<file path="config.mk">
export PLATFORM = sky130hd
export DESIGN_NAME = gtl_top
export DESIGN_NICKNAME = d
export VERILOG_FILES = /design/src/hw/gtl_pkg.sv /design/src/hw/gtl_sync.sv /design/src/hw/gtl_top.sv
export SDC_FILE = /design/constraint.sdc
export NUM_CORES = 1
export LEC_CHECK = 0
export ABC_AREA = 1
export ABC_CLOCK_PERIOD_IN_PS = 2700
export BUFFER_PORTS_ARGS = -buffer_cell sky130_fd_sc_hd__buf_2
export CAP_MARGIN = 15
export CORE_MARGIN = 2
export CORE_UTILIZATION = 30
export CTS_CLUSTER_SIZE = 40
export DETAILED_ROUTE_END_ITERATION = 8
export SLEW_MARGIN = 15
export SYNTH_ARGS = -nofsm -noshare
export SYNTH_HDL_FRONTEND = slang
export SYNTH_SLANG_ARGS = --single-unit
</file>
<file path="constraint.sdc">
create_clock -name I_CLOCK -period 2.7 [get_ports I_CLOCK]
set_clock_uncertainty 0.1 [all_clocks]
set_input_delay 0.27 -clock I_CLOCK [delete_from_list [all_inputs] [get_ports I_CLOCK]]
set_output_delay 0.27 -clock I_CLOCK [all_outputs]
set_load 0.01 [all_outputs]
</file>
<file path="src/hw/gtl_pkg.sv">
// Package: constants and types for the grand total and limit warning block
package gtl_pkg;
    localparam int TOTAL_W = 32;

    // Count direction setting
    typedef enum logic [1:0] {
        GTL_DIR_UP   = 2'h0,
        GTL_DIR_DOWN = 2'h1,
        GTL_DIR_EXT  = 2'h2
    } gtl_dir_type;

    // Grand total policy
    typedef enum logic [2:0] {
        GTL_GT_NONE    = 3'h0,
        GTL_GT_FOLLOW  = 3'h1,
        GTL_GT_REVERSE = 3'h2,
        GTL_GT_UP_ONLY = 3'h3,
        GTL_GT_DN_ONLY = 3'h4,
        GTL_GT_ANY     = 3'h5,
        GTL_GT_RSVD    = 3'h6
    } gtl_gt_mode_type;

    // Warning style
    typedef enum logic [2:0] {
        GTL_WS_NONE  = 3'h0,
        GTL_WS_FLASH = 3'h1,
        GTL_WS_DASH  = 3'h2,
        GTL_WS_OVUN  = 3'h3,
        GTL_WS_HILO  = 3'h4
    } gtl_wstyle_type;

    // Presentation shown on the display
    typedef enum logic [2:0] {
        GTL_SHOW_VALUE = 3'h0,
        GTL_SHOW_BLANK = 3'h1,
        GTL_SHOW_DASH  = 3'h2,
        GTL_SHOW_HIGH  = 3'h3,
        GTL_SHOW_LOW   = 3'h4
    } gtl_show_type;

    // Selected view
    typedef enum logic [1:0] {
        GTL_VIEW_TOTAL = 2'h0,
        GTL_VIEW_GRAND = 2'h1,
        GTL_VIEW_RATE  = 2'h2
    } gtl_view_type;

    // Power-on / reset load option for the total
    typedef enum logic [1:0] {
        GTL_RST_OFF    = 2'h0,
        GTL_RST_ZERO   = 2'h1,
        GTL_RST_PRESET = 2'h2
    } gtl_rst_type;

    localparam logic [TOTAL_W-1:0] GTL_ZERO = 32'h0000_0000;
    localparam logic [TOTAL_W-1:0] GTL_ONE  = 32'h0000_0001;

    // Timing
    localparam longint GTL_CLK_HZ      = 200_000_000;
    localparam longint GTL_FLASH_MS    = 1000;
    localparam longint GTL_FLASH_CYC   = GTL_CLK_HZ * GTL_FLASH_MS / 1000;
    localparam longint GTL_LABEL_MS    = 1000;
    localparam longint GTL_LABEL_CYC   = GTL_CLK_HZ * GTL_LABEL_MS / 1000;
    localparam int     GTL_TIMER_W     = 28;
endpackage : gtl_pkg

</file>
<file path="src/hw/gtl_sync.sv">
// Two-flop synchroniser for pin inputs
`timescale 1ns/1ps
`default_nettype none
module gtl_sync #(
    parameter int WIDTH = 1
) (
    input  wire logic             i_clk,
    input  wire logic             i_rst,
    input  wire logic [WIDTH-1:0] i_async,
    output var  logic [WIDTH-1:0] o_sync
);
    logic [WIDTH-1:0] meta_q;
    logic [WIDTH-1:0] meta_d;
    logic [WIDTH-1:0] sync_q;
    logic [WIDTH-1:0] sync_d;

    always_comb begin
        meta_d = i_async;
        sync_d = meta_q;
    end

    always_ff @(posedge i_clk) begin
        if (i_rst) begin
            meta_q <= '0;
            sync_q <= '0;
        end else begin
            meta_q <= meta_d;
            sync_q <= sync_d;
        end
    end

    assign o_sync = sync_q;
endmodule // gtl_sync
`default_nettype wire

</file>
<file path="src/hw/gtl_top.sv">
// Grand total accumulator with limit warning and power-on clearing
`timescale 1ns/1ps
`default_nettype none
module gtl_top
    import gtl_pkg::*;
#(
    parameter int     TW        = gtl_pkg::TOTAL_W,
    parameter longint FLASH_CYC = gtl_pkg::GTL_FLASH_CYC,
    parameter longint LABEL_CYC = gtl_pkg::GTL_LABEL_CYC
) (
    input  wire logic                     I_CLOCK,
    input  wire logic                     I_RESET,
    input  wire logic                     I_PULSE,
    input  wire logic                     I_DIR_LEVEL,
    input  wire logic                     I_REMOTE_RESET,
    input  wire logic                     I_REMOTE_GRAND_CLEAR,
    input  wire logic                     I_BUTTON_GRAND_CLEAR,
    input  wire logic                     I_BUTTON_VIEW,
    input  wire gtl_pkg::gtl_dir_type     I_DIRECTION_MODE,
    input  wire gtl_pkg::gtl_gt_mode_type I_GRAND_MODE,
    input  wire logic                     I_COMBINED_MODE,
    input  wire logic                     I_GRAND_CLEAR_BY_REMOTE,
    input  wire logic                     I_GRAND_CLEAR_BY_BUTTON,
    input  wire logic                     I_LOW_LIMIT_ON,
    input  wire logic signed [TW-1:0]     I_LOW_WARNING_LIMIT,
    input  wire logic                     I_HIGH_LIMIT_ON,
    input  wire logic signed [TW-1:0]     I_HIGH_WARNING_LIMIT,
    input  wire gtl_pkg::gtl_wstyle_type  I_WARNING_STYLE,
    input  wire gtl_pkg::gtl_rst_type     I_POWER_ON_TOTAL_CLEAR,
    input  wire logic                     I_POWER_ON_GRAND_CLEAR,
    input  wire gtl_pkg::gtl_rst_type     I_RESET_OPTION,
    input  wire logic signed [TW-1:0]     I_PRESET_VALUE,
    output var  logic signed [TW-1:0]     O_TOTAL,
    output var  logic signed [TW-1:0]     O_GRAND_TOTAL,
    output var  logic                     O_LOW_WARNING,
    output var  logic                     O_HIGH_WARNING,
    output var  gtl_pkg::gtl_show_type    O_SHOW,
    output var  gtl_pkg::gtl_view_type    O_VIEW,
    output var  logic                     O_LABEL
);
    import gtl_pkg::*;

    //--------------------------------------------------------------------
    // Pin synchronisers and edge detection
    //--------------------------------------------------------------------
    localparam int NPIN = 6;
    logic [NPIN-1:0] pin_raw;
    logic [NPIN-1:0] pin_s;
    logic [NPIN-1:0] pin_prev_q;
    logic [NPIN-1:0] pin_prev_d;
    logic [NPIN-1:0] pin_rise;

    assign pin_raw = {I_BUTTON_VIEW, I_BUTTON_GRAND_CLEAR, I_REMOTE_GRAND_CLEAR,
                      I_REMOTE_RESET, I_DIR_LEVEL, I_PULSE};

    gtl_sync #(.WIDTH(NPIN)) u_sync (
        .i_clk   (I_CLOCK),
        .i_rst   (I_RESET),
        .i_async (pin_raw),
        .o_sync  (pin_s)
    );

    always_comb begin
        pin_prev_d = pin_s;
        pin_rise   = pin_s & ~pin_prev_q;
    end

    always_ff @(posedge I_CLOCK) begin
        if (I_RESET) begin
            pin_prev_q <= '0;
        end else begin
            pin_prev_q <= pin_prev_d;
        end
    end

    logic pulse_ev;
    logic dir_lvl;
    logic rrst_ev;
    logic rgclr_ev;
    logic bgclr_ev;
    logic view_ev;
    assign pulse_ev = pin_rise[0];
    assign dir_lvl  = pin_s[1];
    assign rrst_ev  = pin_rise[2];
    assign rgclr_ev = pin_rise[3];
    assign bgclr_ev = pin_rise[4];
    assign view_ev  = pin_rise[5];

    //--------------------------------------------------------------------
    // Total and grand total
    //--------------------------------------------------------------------
    // Power-up init runs in the first cycle after reset release
    logic                 init_q;
    logic                 init_d;
    logic signed [TW-1:0] total_q;
    logic signed [TW-1:0] total_d;
    logic signed [TW-1:0] grand_q;
    logic signed [TW-1:0] grand_d;
    logic                 is_up;
    logic                 grand_clr;

    always_comb begin
        init_d  = 1'b0;
        total_d = total_q;
        grand_d = grand_q;
        unique case (I_DIRECTION_MODE)
            GTL_DIR_UP:   is_up = 1'b1;
            GTL_DIR_DOWN: is_up = 1'b0;
            GTL_DIR_EXT:  is_up = dir_lvl;
            default:      is_up = 1'b1;
        endcase
        grand_clr = (rgclr_ev && I_GRAND_CLEAR_BY_REMOTE)
                 || (bgclr_ev && I_GRAND_CLEAR_BY_BUTTON);
        if (pulse_ev) begin
            total_d = is_up ? total_q + GTL_ONE : total_q - GTL_ONE;
            unique case (I_GRAND_MODE)
                GTL_GT_FOLLOW:  grand_d = is_up ? grand_q + GTL_ONE : grand_q - GTL_ONE;
                GTL_GT_REVERSE: grand_d = is_up ? grand_q - GTL_ONE : grand_q + GTL_ONE;
                GTL_GT_UP_ONLY: grand_d = is_up ? grand_q + GTL_ONE : grand_q;
                GTL_GT_DN_ONLY: grand_d = is_up ? grand_q : grand_q + GTL_ONE;
                GTL_GT_ANY:     grand_d = grand_q + GTL_ONE;
                default:        grand_d = grand_q;
            endcase
        end
        // Clamp for non-negative policies, in case a signed value was left over
        if ((I_GRAND_MODE == GTL_GT_UP_ONLY || I_GRAND_MODE == GTL_GT_DN_ONLY
             || I_GRAND_MODE == GTL_GT_ANY) && grand_d < 0) begin
            grand_d = GTL_ZERO;
        end
        if (grand_clr) begin
            grand_d = GTL_ZERO;
        end
        if (rrst_ev) begin
            total_d = (I_RESET_OPTION == GTL_RST_PRESET) ? I_PRESET_VALUE : GTL_ZERO;
        end
        if (init_q) begin
            unique case (I_POWER_ON_TOTAL_CLEAR)
                GTL_RST_ZERO:   total_d = GTL_ZERO;
                GTL_RST_PRESET: total_d = I_PRESET_VALUE;
                default:        total_d = total_q;
            endcase
            grand_d = I_POWER_ON_GRAND_CLEAR ? GTL_ZERO : grand_q;
        end
    end

    // Totals model retained memory: reset does not touch them
    always_ff @(posedge I_CLOCK) begin
        if (I_RESET) begin
            init_q <= 1'b1;
        end else begin
            init_q <= init_d;
        end
        total_q <= total_d;
        grand_q <= grand_d;
    end

    //--------------------------------------------------------------------
    // Limit comparison and one-second flash
    //--------------------------------------------------------------------
    logic                   low_d;
    logic                   high_d;
    logic                   low_q;
    logic                   high_q;
    logic [GTL_TIMER_W-1:0] flash_cnt_q;
    logic [GTL_TIMER_W-1:0] flash_cnt_d;
    logic                   phase_q;
    logic                   phase_d;
    gtl_show_type           show_q;
    gtl_show_type           show_d;

    always_comb begin
        low_d       = I_LOW_LIMIT_ON && (total_q < I_LOW_WARNING_LIMIT);
        high_d      = I_HIGH_LIMIT_ON && (total_q > I_HIGH_WARNING_LIMIT);
        flash_cnt_d = flash_cnt_q + 1'b1;
        phase_d     = phase_q;
        if (flash_cnt_q == GTL_TIMER_W'(FLASH_CYC - 1)) begin
            flash_cnt_d = '0;
            phase_d     = ~phase_q;
        end
        show_d = GTL_SHOW_VALUE;
        if (low_q || high_q) begin
            unique case (I_WARNING_STYLE)
                GTL_WS_FLASH: show_d = phase_q ? GTL_SHOW_BLANK : GTL_SHOW_VALUE;
                GTL_WS_DASH:  show_d = phase_q ? GTL_SHOW_BLANK : GTL_SHOW_DASH;
                GTL_WS_OVUN,
                GTL_WS_HILO:  show_d = phase_q ? GTL_SHOW_BLANK
                                     : (high_q ? GTL_SHOW_HIGH : GTL_SHOW_LOW);
                default:      show_d = GTL_SHOW_VALUE;
            endcase
        end
    end

    always_ff @(posedge I_CLOCK) begin
        if (I_RESET) begin
            low_q       <= 1'b0;
            high_q      <= 1'b0;
            flash_cnt_q <= '0;
            phase_q     <= 1'b0;
            show_q      <= GTL_SHOW_VALUE;
        end else begin
            low_q       <= low_d;
            high_q      <= high_d;
            flash_cnt_q <= flash_cnt_d;
            phase_q     <= phase_d;
            show_q      <= show_d;
        end
    end

    //--------------------------------------------------------------------
    // View stepping with label
    //--------------------------------------------------------------------
    gtl_view_type           view_q;
    gtl_view_type           view_d;
    logic                   label_q;
    logic                   label_d;
    logic [GTL_TIMER_W-1:0] label_cnt_q;
    logic [GTL_TIMER_W-1:0] label_cnt_d;

    always_comb begin
        view_d      = view_q;
        label_d     = label_q;
        label_cnt_d = label_cnt_q;
        if (label_q) begin
            if (label_cnt_q == GTL_TIMER_W'(LABEL_CYC - 1)) begin
                label_d = 1'b0;
            end else begin
                label_cnt_d = label_cnt_q + 1'b1;
            end
        end
        if (view_ev) begin
            unique case (view_q)
                GTL_VIEW_TOTAL: view_d = GTL_VIEW_GRAND;
                GTL_VIEW_GRAND: view_d = I_COMBINED_MODE ? GTL_VIEW_RATE : GTL_VIEW_TOTAL;
                default:        view_d = GTL_VIEW_TOTAL;
            endcase
            label_d     = 1'b1;
            label_cnt_d = '0;
        end
    end

    always_ff @(posedge I_CLOCK) begin
        if (I_RESET) begin
            view_q      <= GTL_VIEW_TOTAL;
            label_q     <= 1'b0;
            label_cnt_q <= '0;
        end else begin
            view_q      <= view_d;
            label_q     <= label_d;
            label_cnt_q <= label_cnt_d;
        end
    end

    //--------------------------------------------------------------------
    // Outputs
    //--------------------------------------------------------------------
    logic signed [TW-1:0] out_total_q;
    logic signed [TW-1:0] out_grand_q;
    always_ff @(posedge I_CLOCK) begin
        if (I_RESET) begin
            out_total_q <= GTL_ZERO;
            out_grand_q <= GTL_ZERO;
        end else begin
            out_total_q <= total_q;
            out_grand_q <= grand_q;
        end
    end
    assign O_TOTAL        = out_total_q;
    assign O_GRAND_TOTAL  = out_grand_q;
    assign O_LOW_WARNING  = low_q;
    assign O_HIGH_WARNING = high_q;
    assign O_SHOW         = show_q;
    assign O_VIEW         = view_q;
    assign O_LABEL        = label_q;
endmodule // gtl_top
`default_nettype wire

</file>
# After elaboration in Yosys (flattened, before gate mapping)
# Cells that the tools add are included.
[totals] regBits=212 word_cells=94
[classes] eq_ne=19 bitwise_logic=5 mux=28 n_addsub=6 n_lt_le_gt_ge=3 n_reduce_logical=17
[ops] operator="2-to-1 mux 32 bit" count=14
[ops] operator="case mux 32 bit (5 select lines)" count=1
[ops] operator="adder 32 x 1 -> 32 bit, second input constant" count=2
[ops] operator="case mux 32 bit (2 select lines)" count=1
[ops] operator="subtractor 32 x 1 -> 32 bit, second input constant" count=2
[ops] operator="adder 28 x 1 -> 28 bit, second input constant" count=2
[ops] operator="equality test 28 bit, second input constant" count=2
[ops] operator="greater-than comparator 32 bit" count=1
[ops] operator="less-than comparator 32 x 1 -> 1 bit, second input constant" count=1
[ops] operator="less-than comparator 32 bit" count=1
[ops] operator="equality test 3 x 2 -> 1 bit, second input constant" count=4
[ops] operator="equality test 3 bit, second input constant" count=3
[ops] operator="case mux 3 bit (3 select lines)" count=1
[ops] operator="OR reduction 2 bit" count=4
[ops] operator="AND 6 bit" count=1
[ops] operator="equality test 2 x 1 -> 1 bit, second input constant" count=3
[ops] operator="equality test 2 bit, second input constant" count=3
[ops] operator="equality test 3 x 1 -> 1 bit, second input constant" count=2
[ops] operator="2-to-1 mux 3 bit" count=2
[ops] operator="inverter 6 bit" count=1
[ops] operator="logical AND 1 bit" count=5
[ops] operator="2-to-1 mux 1 bit" count=5
[ops] operator="logical OR 1 bit" count=4
[ops] operator="2-to-1 mux 2 bit" count=2
[ops] operator="other kinds (8)" count=11

# Logic depth before layout (Yosys ltp)
# Gate-level depths: netlist of run 1.
[logic_depth] depth_word=10 depth_mapped=19 depth_no_buf=18

# By module
# A second synthesis of run 1 with hierarchy kept.
[unflattened] hier_cells=1941 hier_area_um2=13799.5
[modules_own_cells] module="gtl_top" instances=1 cells_per_inst=1904 area_per_inst_um2=13457.9
[modules_own_cells] module="gtl_sync" instances=1 cells_per_inst=37 area_per_inst_um2=341.6

# Least setup slack after synthesis of run 1
# OpenSTA, ideal clock, no wires.
[synth_timing] path_type="register to register" start="register u_sync.sync_q[2] (netlist: u_sync.o_sync[2])" end="register total_q[0] (enable)" arrival_time_ns=2.444 slack_ns=-0.276 synth_period_minus_slack_ns=2.976 required_ns=2.168 stages_incl_launch_ff=7 path_cell_list="dfxtp_1 > inv_1 > nor2_1 > nor2_1 > inv_1 > nor2_1 > a21oi_1"
[synth_via] elab_chain_cells=3
[synth_rtl] item="start: declaration" line="gtl_sync.sv:14" text="logic [WIDTH-1:0] sync_q;"
[synth_rtl] item="start signal: assignment" line="gtl_sync.sv:28" text="sync_q <= sync_d;"
[synth_rtl] item="AND 6 bit" line="gtl_top.sv:65" text="pin_rise = pin_s & ~pin_prev_q;"
[synth_rtl] item="nonzero test 3 bit (no line)"
[synth_rtl] item="AND reduction 2 bit (no line)"
[synth_rtl] item="end signal: assignment" line="gtl_top.sv:153" text="total_q <= total_d;"
[synth_rtl] item="end: declaration" line="gtl_top.sv:95" text="logic signed [TW-1:0] total_q;"
# No other way between the ends.
# A chain may end at the register's enable or synchronous reset.

# Worst setup path in the final report of run 1
[layout_timing] start="register u_sync.sync_q[1] (netlist: u_sync.o_sync[1])" end="register total_q[13] (data pin)"
[layout_via] elab_chain_cells=5
[layout_rtl] item="case mux 1 bit (2 select lines)" line="gtl_top.sv:106" text="unique case (I_DIRECTION_MODE)"
[layout_rtl] item="2-to-1 mux 32 bit" line="gtl_top.sv:115" text="total_d = is_up ? total_q + GTL_ONE : total_q - GTL_ONE;"
[layout_rtl] item="2-to-1 mux 32 bit" line="gtl_top.sv:114" text="if (pulse_ev) begin"
[layout_rtl] item="2-to-1 mux 32 bit" line="gtl_top.sv:133" text="if (rrst_ev) begin"
[layout_rtl] item="2-to-1 mux 32 bit" line="gtl_top.sv:136" text="if (init_q) begin"
[layout_rtl] item="via total_d[13]" line="gtl_top.sv:96" text="logic signed [TW-1:0] total_d;"
# The timed path passes the listed nets, and every way through them passes these cells. The select of a mux whose other input is x is not followed.

==> results.ini, run 1 <==
[worst_hold_path]
hold_path.class=input port to flip-flop

[detailed_routing]
vias_per_cell=4.77
met1_length_um=20500
drt_first_iter_violations=739
top_layer=met5
vias=14243
routedWlPerCell_um=15.0
drt_first_pass_iters=7
met3_length_um=2190
wirelength_um=44900
ant_nets=0
wl_met2_um=20900
remaining_drc_errors=0

[floorplan]
io_pins=194
rows=78
die_area_um2=47600
fp.dieH_um=218
initial_utilization=0.304
coreArea_um2=45300
die_w_um=218

[finish]
fillers=4641
multi_input_area_um2=8430
antenna_cells=0
nets=2587
seqCellArea_um2=4860
area_growth_pct=39.8
drive_gt1_frac=0.267
fin_util=0.425

[timing]
rsz0062_at_grt=yes
maxSlewViolCount=0
hold_viol=0
fmax_ghz=0.367
worst_pin_slew_ps=901
tns_ps=-43.6
setup_viol=3
relSlewSlack=0.399
min_period_ps=2720
fin_crit_sh=1.01
layout_setup_ws_ps=-22.6

[worst_setup_path]
crit_type=flip-flop to flip-flop
cp-start-kind=flip-flop
ff2ff_setup_slack_ps=-20
crit_fanout=8
crit_path_end_kind=flip-flop
critical_path_required_ps=2880
worstPathArrival_ps=2910

[run]
cap_violations=0

[clock_network]
clk_pin_slew_ps=60
cts_max_level=1
cts_tree=done
clock_latency_ps=550
clockBufferDepth=3
cts_buffers=27
root_buffer=clkbuf_16
cts.sinks=211

[global_route]
grt_pass1_wl_um=69000
grt_pass1_vias=13763
grt_max_degree=81
grt.total_usage=0.179
grt-ovfl-total=0
antenna_found_initial=1

[power]
comb_power_share=0.334
p_switching_mw=3.80
ir_drop_uv=371
pwr-share-seq=0.332
switching_share=0.332
leakagePower_nw=8.68
power.density_nw_per_um2=595
pwr-share-clk=0.334
p_int_mw=7.64

[place]
numPortBuffers=193
globalplace.congestion=0.900
dp_slack_ps=-402
hpwl_um=33300

[synth]
ys_seq_area_frac=0.353
synth_nets=2175
yosys-top-cells-area=dfxtp_1, edfxtp_1, nand2_1
ys_warn_count=0
synthCells=1954
syn-mean-instance-area_um2=7.04
synth_area_um2=13800
synth_top_cell_by_area=dfxtp_1
synth_seq_cells=211
synth_top_area_frac=0.214
ys_types=51

[status]
status=complete, but fails checks
violations=setup timing

==> cell usage after synthesis (all sizes together) <==
cell,instances
a211oi,4
a21boi,3
a21o,2
a21oi,145
a31oi,9
and2,1
and3,1
buf,22
clkbuf,28
clkinv,2
dfxtp,147
edfxtp,64
fa,1
ha,98
inv,299
nand2,404
nand3,76
nand3b,2
nand4,35
nor2,307
nor3,52
nor3b,12
nor4,14
o211a,1
o211ai,7
o21a,7
o21ai,97
o21bai,5
o221ai,1
o22ai,22
o31ai,2
o32ai,1
or2,4
xnor2,12
xor2,67
==> flip-flops by register name, summed over array words and instances, names as in the netlist, 2 cells and up <==
| signal | flops |
|---|---|
| label_cnt_q | 28 |
| O_VIEW | 2 |
| O_SHOW | 3 |
| flash_cnt_q | 28 |
| u_sync.o_sync | 6 |
| grand_q | 32 |
| O_TOTAL | 32 |
| O_GRAND_TOTAL | 32 |
| pin_prev_q | 5 |
| u_sync.meta_q | 6 |
| total_q | 32 |
==> cells in the final DEF (no fill, tap or decap), types with 31 or more instances in the layout <==
master         instances
a21oi_1              114
buf_2                192
buf_4                169
clkbuf_16             31
dfxtp_1              147
dlygate4sd3_1         46
edfxtp_1              64
ha_1                  70
inv_1                280
nand2_1              374
nand3_1               61
nand4_1               34
nor2_1               263
nor2_2                32
nor3_1                44
o21ai_0               64
xor2_1                66
==> worst paths after layout <==
check	from	to	cells past startpoint
worst min register to register	u_sync.meta_q[3]$_SDFF_PP0_	u_sync.o_sync[3]$_SDFF_PP0_	2
worst max register to register	u_sync.o_sync[1]$_SDFF_PP0_	total_q[13]$_DFFE_PP_	14
worst max-delay path	u_sync.o_sync[1]$_SDFF_PP0_	total_q[13]$_DFFE_PP_	14
worst min-delay path	I_WARNING_STYLE[2]	O_SHOW[0]$_SDFF_PP0_	4
==> routing by layer <==
metal,vias up,GRT usage
met2,354,0.305
met1,6637,0.234
li1,7172,-
met5,-,0
met4,2,0.0551
met3,78,0.0232
==> cell families (layout without fill, tap and decap cells) <==
kind of cell | after synthesis | in the layout | share of synthesized area
and+or+nand+nor | 908 | 908 | 0.284
buffers and inverters | 351 | 783 | 0.101
AOI/OAI and AO/OA | 306 | 306 | 0.120
DFF | 211 | 211 | 0.353
adders and majority gates | 99 | 99 | 0.0905
xor gates and xnor gates | 79 | 79 | 0.0503
==> metrics by stage <==
step | cell area [µm²] | hold WS, ps | power, mW | std cells
3_3_place_gp | 16500 | 294 | 6.80 | 2854
5_1_grt | 19200 | 52.2 | 12.1 | 2986
2_1_floorplan | 13800 | 198 | 5.47 | 1954
3_5_place_dp | 16500 | 299 | 6.85 | 2854
4_1_cts | 18200 | 12.5 | 10.9 | 2955
6_report | 19200 | 43.6 | 11.4 | 2986
==> what timing repair did <==
action / CTS / global route
endpoints found under the hold margin: 47 / 0
resized for setup: 50 / 184
gates cloned: 2 / 2
pin swaps: 9 / 62
setup endpoints to repair: 21 / 64
hold buffers: 46 / 0
buffers inserted: 4 / 31
==> cell type report <==
type	instances	share of cell area
Multi-Input combinational cell	1392	0.438
Sequential cell	211	0.253
Timing Repair Buffer	433	0.161
Inverter	301	0.0591
Clock buffer	33	0.0401
Tap cell	600	0.0390
Clock inverter	16	0.00917
==> critical path, cell delays in order, from the launching register on <==
cell	delay (ps)
dfxtp_1	290
nand3b_1	190
o21ai_4	180
buf_12	220
ha_4	230
a21oi_2	120
nand2_2	90
a21oi_4	170
buf_4	160
o21ai_4	70
buf_4	140
buf_4	130
xor2_1	140
nor2_1	120
o21ai_0	90
==> power by group through the flow <==
stage | registers (mW) | logic (mW) | clock network [mW]
floorplan | 3.79 | 1.67 | 0
global placement | 3.83 | 2.97 | 0
detailed placement | 3.83 | 3.01 | 0
CTS | 3.77 | 3.23 | 3.94
global route | 3.82 | 4.20 | 4.04
finish | 3.80 | 3.82 | 3.82
Power figures use the tool's default switching activity.
==> run 2: changes to the inputs <==
Settings changed: ABC_CLOCK_PERIOD_IN_PS 2700 to 3420.
Clock period 2.7 ns to 3.42 ns, I/O delays scaled along.
==> results.ini, run 2 (synthesis gave the netlist of run 1 again) <==
[global_route]
global_route.peak_usage_layer=met2
grt_use_met2=0.285
grt_pass1_wl_um=65800
antenna_found_initial=4
grt.total_usage=0.170
grt.met3_usage=0.0224
grt_pass1_vias=12891
use_met1=0.231
grt_max_degree=46
grt-ovfl-total=0

[finish]
layout_common_cells=nand2_1, inv_1, nor2_1
nets=2400
drive_gt1_frac=0.139
final_cells=2801
stdcell_area_um2=16700
fin_util=0.368
multi_input_area_um2=7540
final_common_cell=nand2_1
seqCellArea_um2=4860
area_growth_pct=21.0
fillers=4816

[place]
numPortBuffers=193
globalplace.congestion=0.909
dp_cells=2715
place_area_um2=15400
hpwl_um=31700

[worst_hold_path]
hold_path.class=input port to flip-flop

[detailed_routing]
drt_first_pass_iters=5
remaining_drc_errors=0
drt_first_iter_violations=714
wirelength_um=41200
vias_per_cell=4.75
routedWlPerCell_um=14.7
ant_nets=0
vias=13292

[worst_setup_path]
cp-start-kind=flip-flop
crit_type=flip-flop to flip-flop
crit_fanout=31
critical_path_required_ps=3620
worstPathArrival_ps=3260
crit_path_end_kind=flip-flop

[floorplan]
rows=78
die_area_um2=47600
coreArea_um2=45300
die_w_um=218
io_pins=194
fp.dieH_um=218
initial_utilization=0.304

[clock_network]
cts_tree=done
clk_pin_slew_ps=60
root_buffer=clkbuf_16
cts_max_level=1
cts.sinks=211
clockBufferDepth=3
cts_buffers=26
clock_latency_ps=550
cts_setup_buffers=0

[timing]
fmax_ghz=0.326
rsz0062_at_grt=no
hold_viol=0
relSlewSlack=0.472
setup_viol=0
fin_crit_sh=0.896
tns_ps=0
min_period_ps=3060
worst_pin_slew_ps=785
maxSlewViolCount=0

[power]
leakagePower_nw=7.57
power.density_nw_per_um2=466
ir_drop_uv=311

[status]
status=finished clean

[run]
cap_violations=0

-- run 2: changes by cell type in the layout (fill, tap and decap cells not counted), sizes merged, moves of 2 or more --
cell | previous run | this run
buf | 385 | 211
bufinv | 3 | 0
clkbuf | 35 | 41
clkinvlp | 4 | 1
diode | 0 | 2
dlygate4sd3 | 46 | 36
inv | 303 | 301
-- run 2: where the power goes --
group          total, mW  leakage (nW)  switching (mW)  internal, mW
sequential          3.02          1.85           0.216          2.81
combinational       1.96          5.29            1.22         0.734
clock               2.79         0.430            1.12          1.67
total               7.76          7.57            2.56          5.21
-- run 2: timing repair --
item                       CTS  global route
hold endpoints to repair    35             0
hold buffers                36             0
setup endpoints to repair    0             4
gates resized for setup      0             2
-- run 2: final timing paths --
kind	start	to	slack, ps	cells past startpoint
min	I_PRESET_VALUE[18]	total_q[18]$_DFFE_PP_	20	3
max reg2reg	u_sync.o_sync[1]$_SDFF_PP0_	total_q[31]$_DFFE_PP_	360	15
min reg2reg	u_sync.meta_q[3]$_SDFF_PP0_	u_sync.o_sync[3]$_SDFF_PP0_	300	2
max	u_sync.o_sync[1]$_SDFF_PP0_	total_q[31]$_DFFE_PP_	360	15
-- run 2: stage by stage --
stage          hold slack (ps)  power [mW]  setup slack (ps)
2_1_floorplan              270        4.31               444
3_3_place_gp               296        4.95             -10.1
3_5_place_dp               303        4.98             -31.3
4_1_cts                   1.84        7.84               131
5_1_grt                   21.6        8.24               117
6_report                  19.1        7.76               357
-- run 2: critical path, cell delays in order (launching register included) --
cell and delay, ps:
dfxtp_1 300, nand3b_1 190, o21ai_4 140, buf_12 230, ha_1 300, a21oi_1 150, nand2_1 100, a21oi_2 270
o21ai_0 200, nand2_1 90, nand2_1 140, nand3_1 110, nand2_1 70, or2_2 270, nand3_1 70, nand2_1 50
-- run 2: metal layers --
layer,part of all wire,vias to the layer above
met4,0.019,2
met1,0.47,6116
li1,-,6799
met2,0.46,318
met3,0.052,57
met5,0.00032,-
-- run 2: layout make-up --
class / count / area share
clock buffer: 41 / 0.0499
inverter: 301 / 0.0678
timing repair buffer: 247 / 0.0894
tap: 600 / 0.0451
clock inverter: 7 / 0.00255
antenna: 2 / 0.000301
multi-input combinational: 1392 / 0.453
sequential: 211 / 0.292
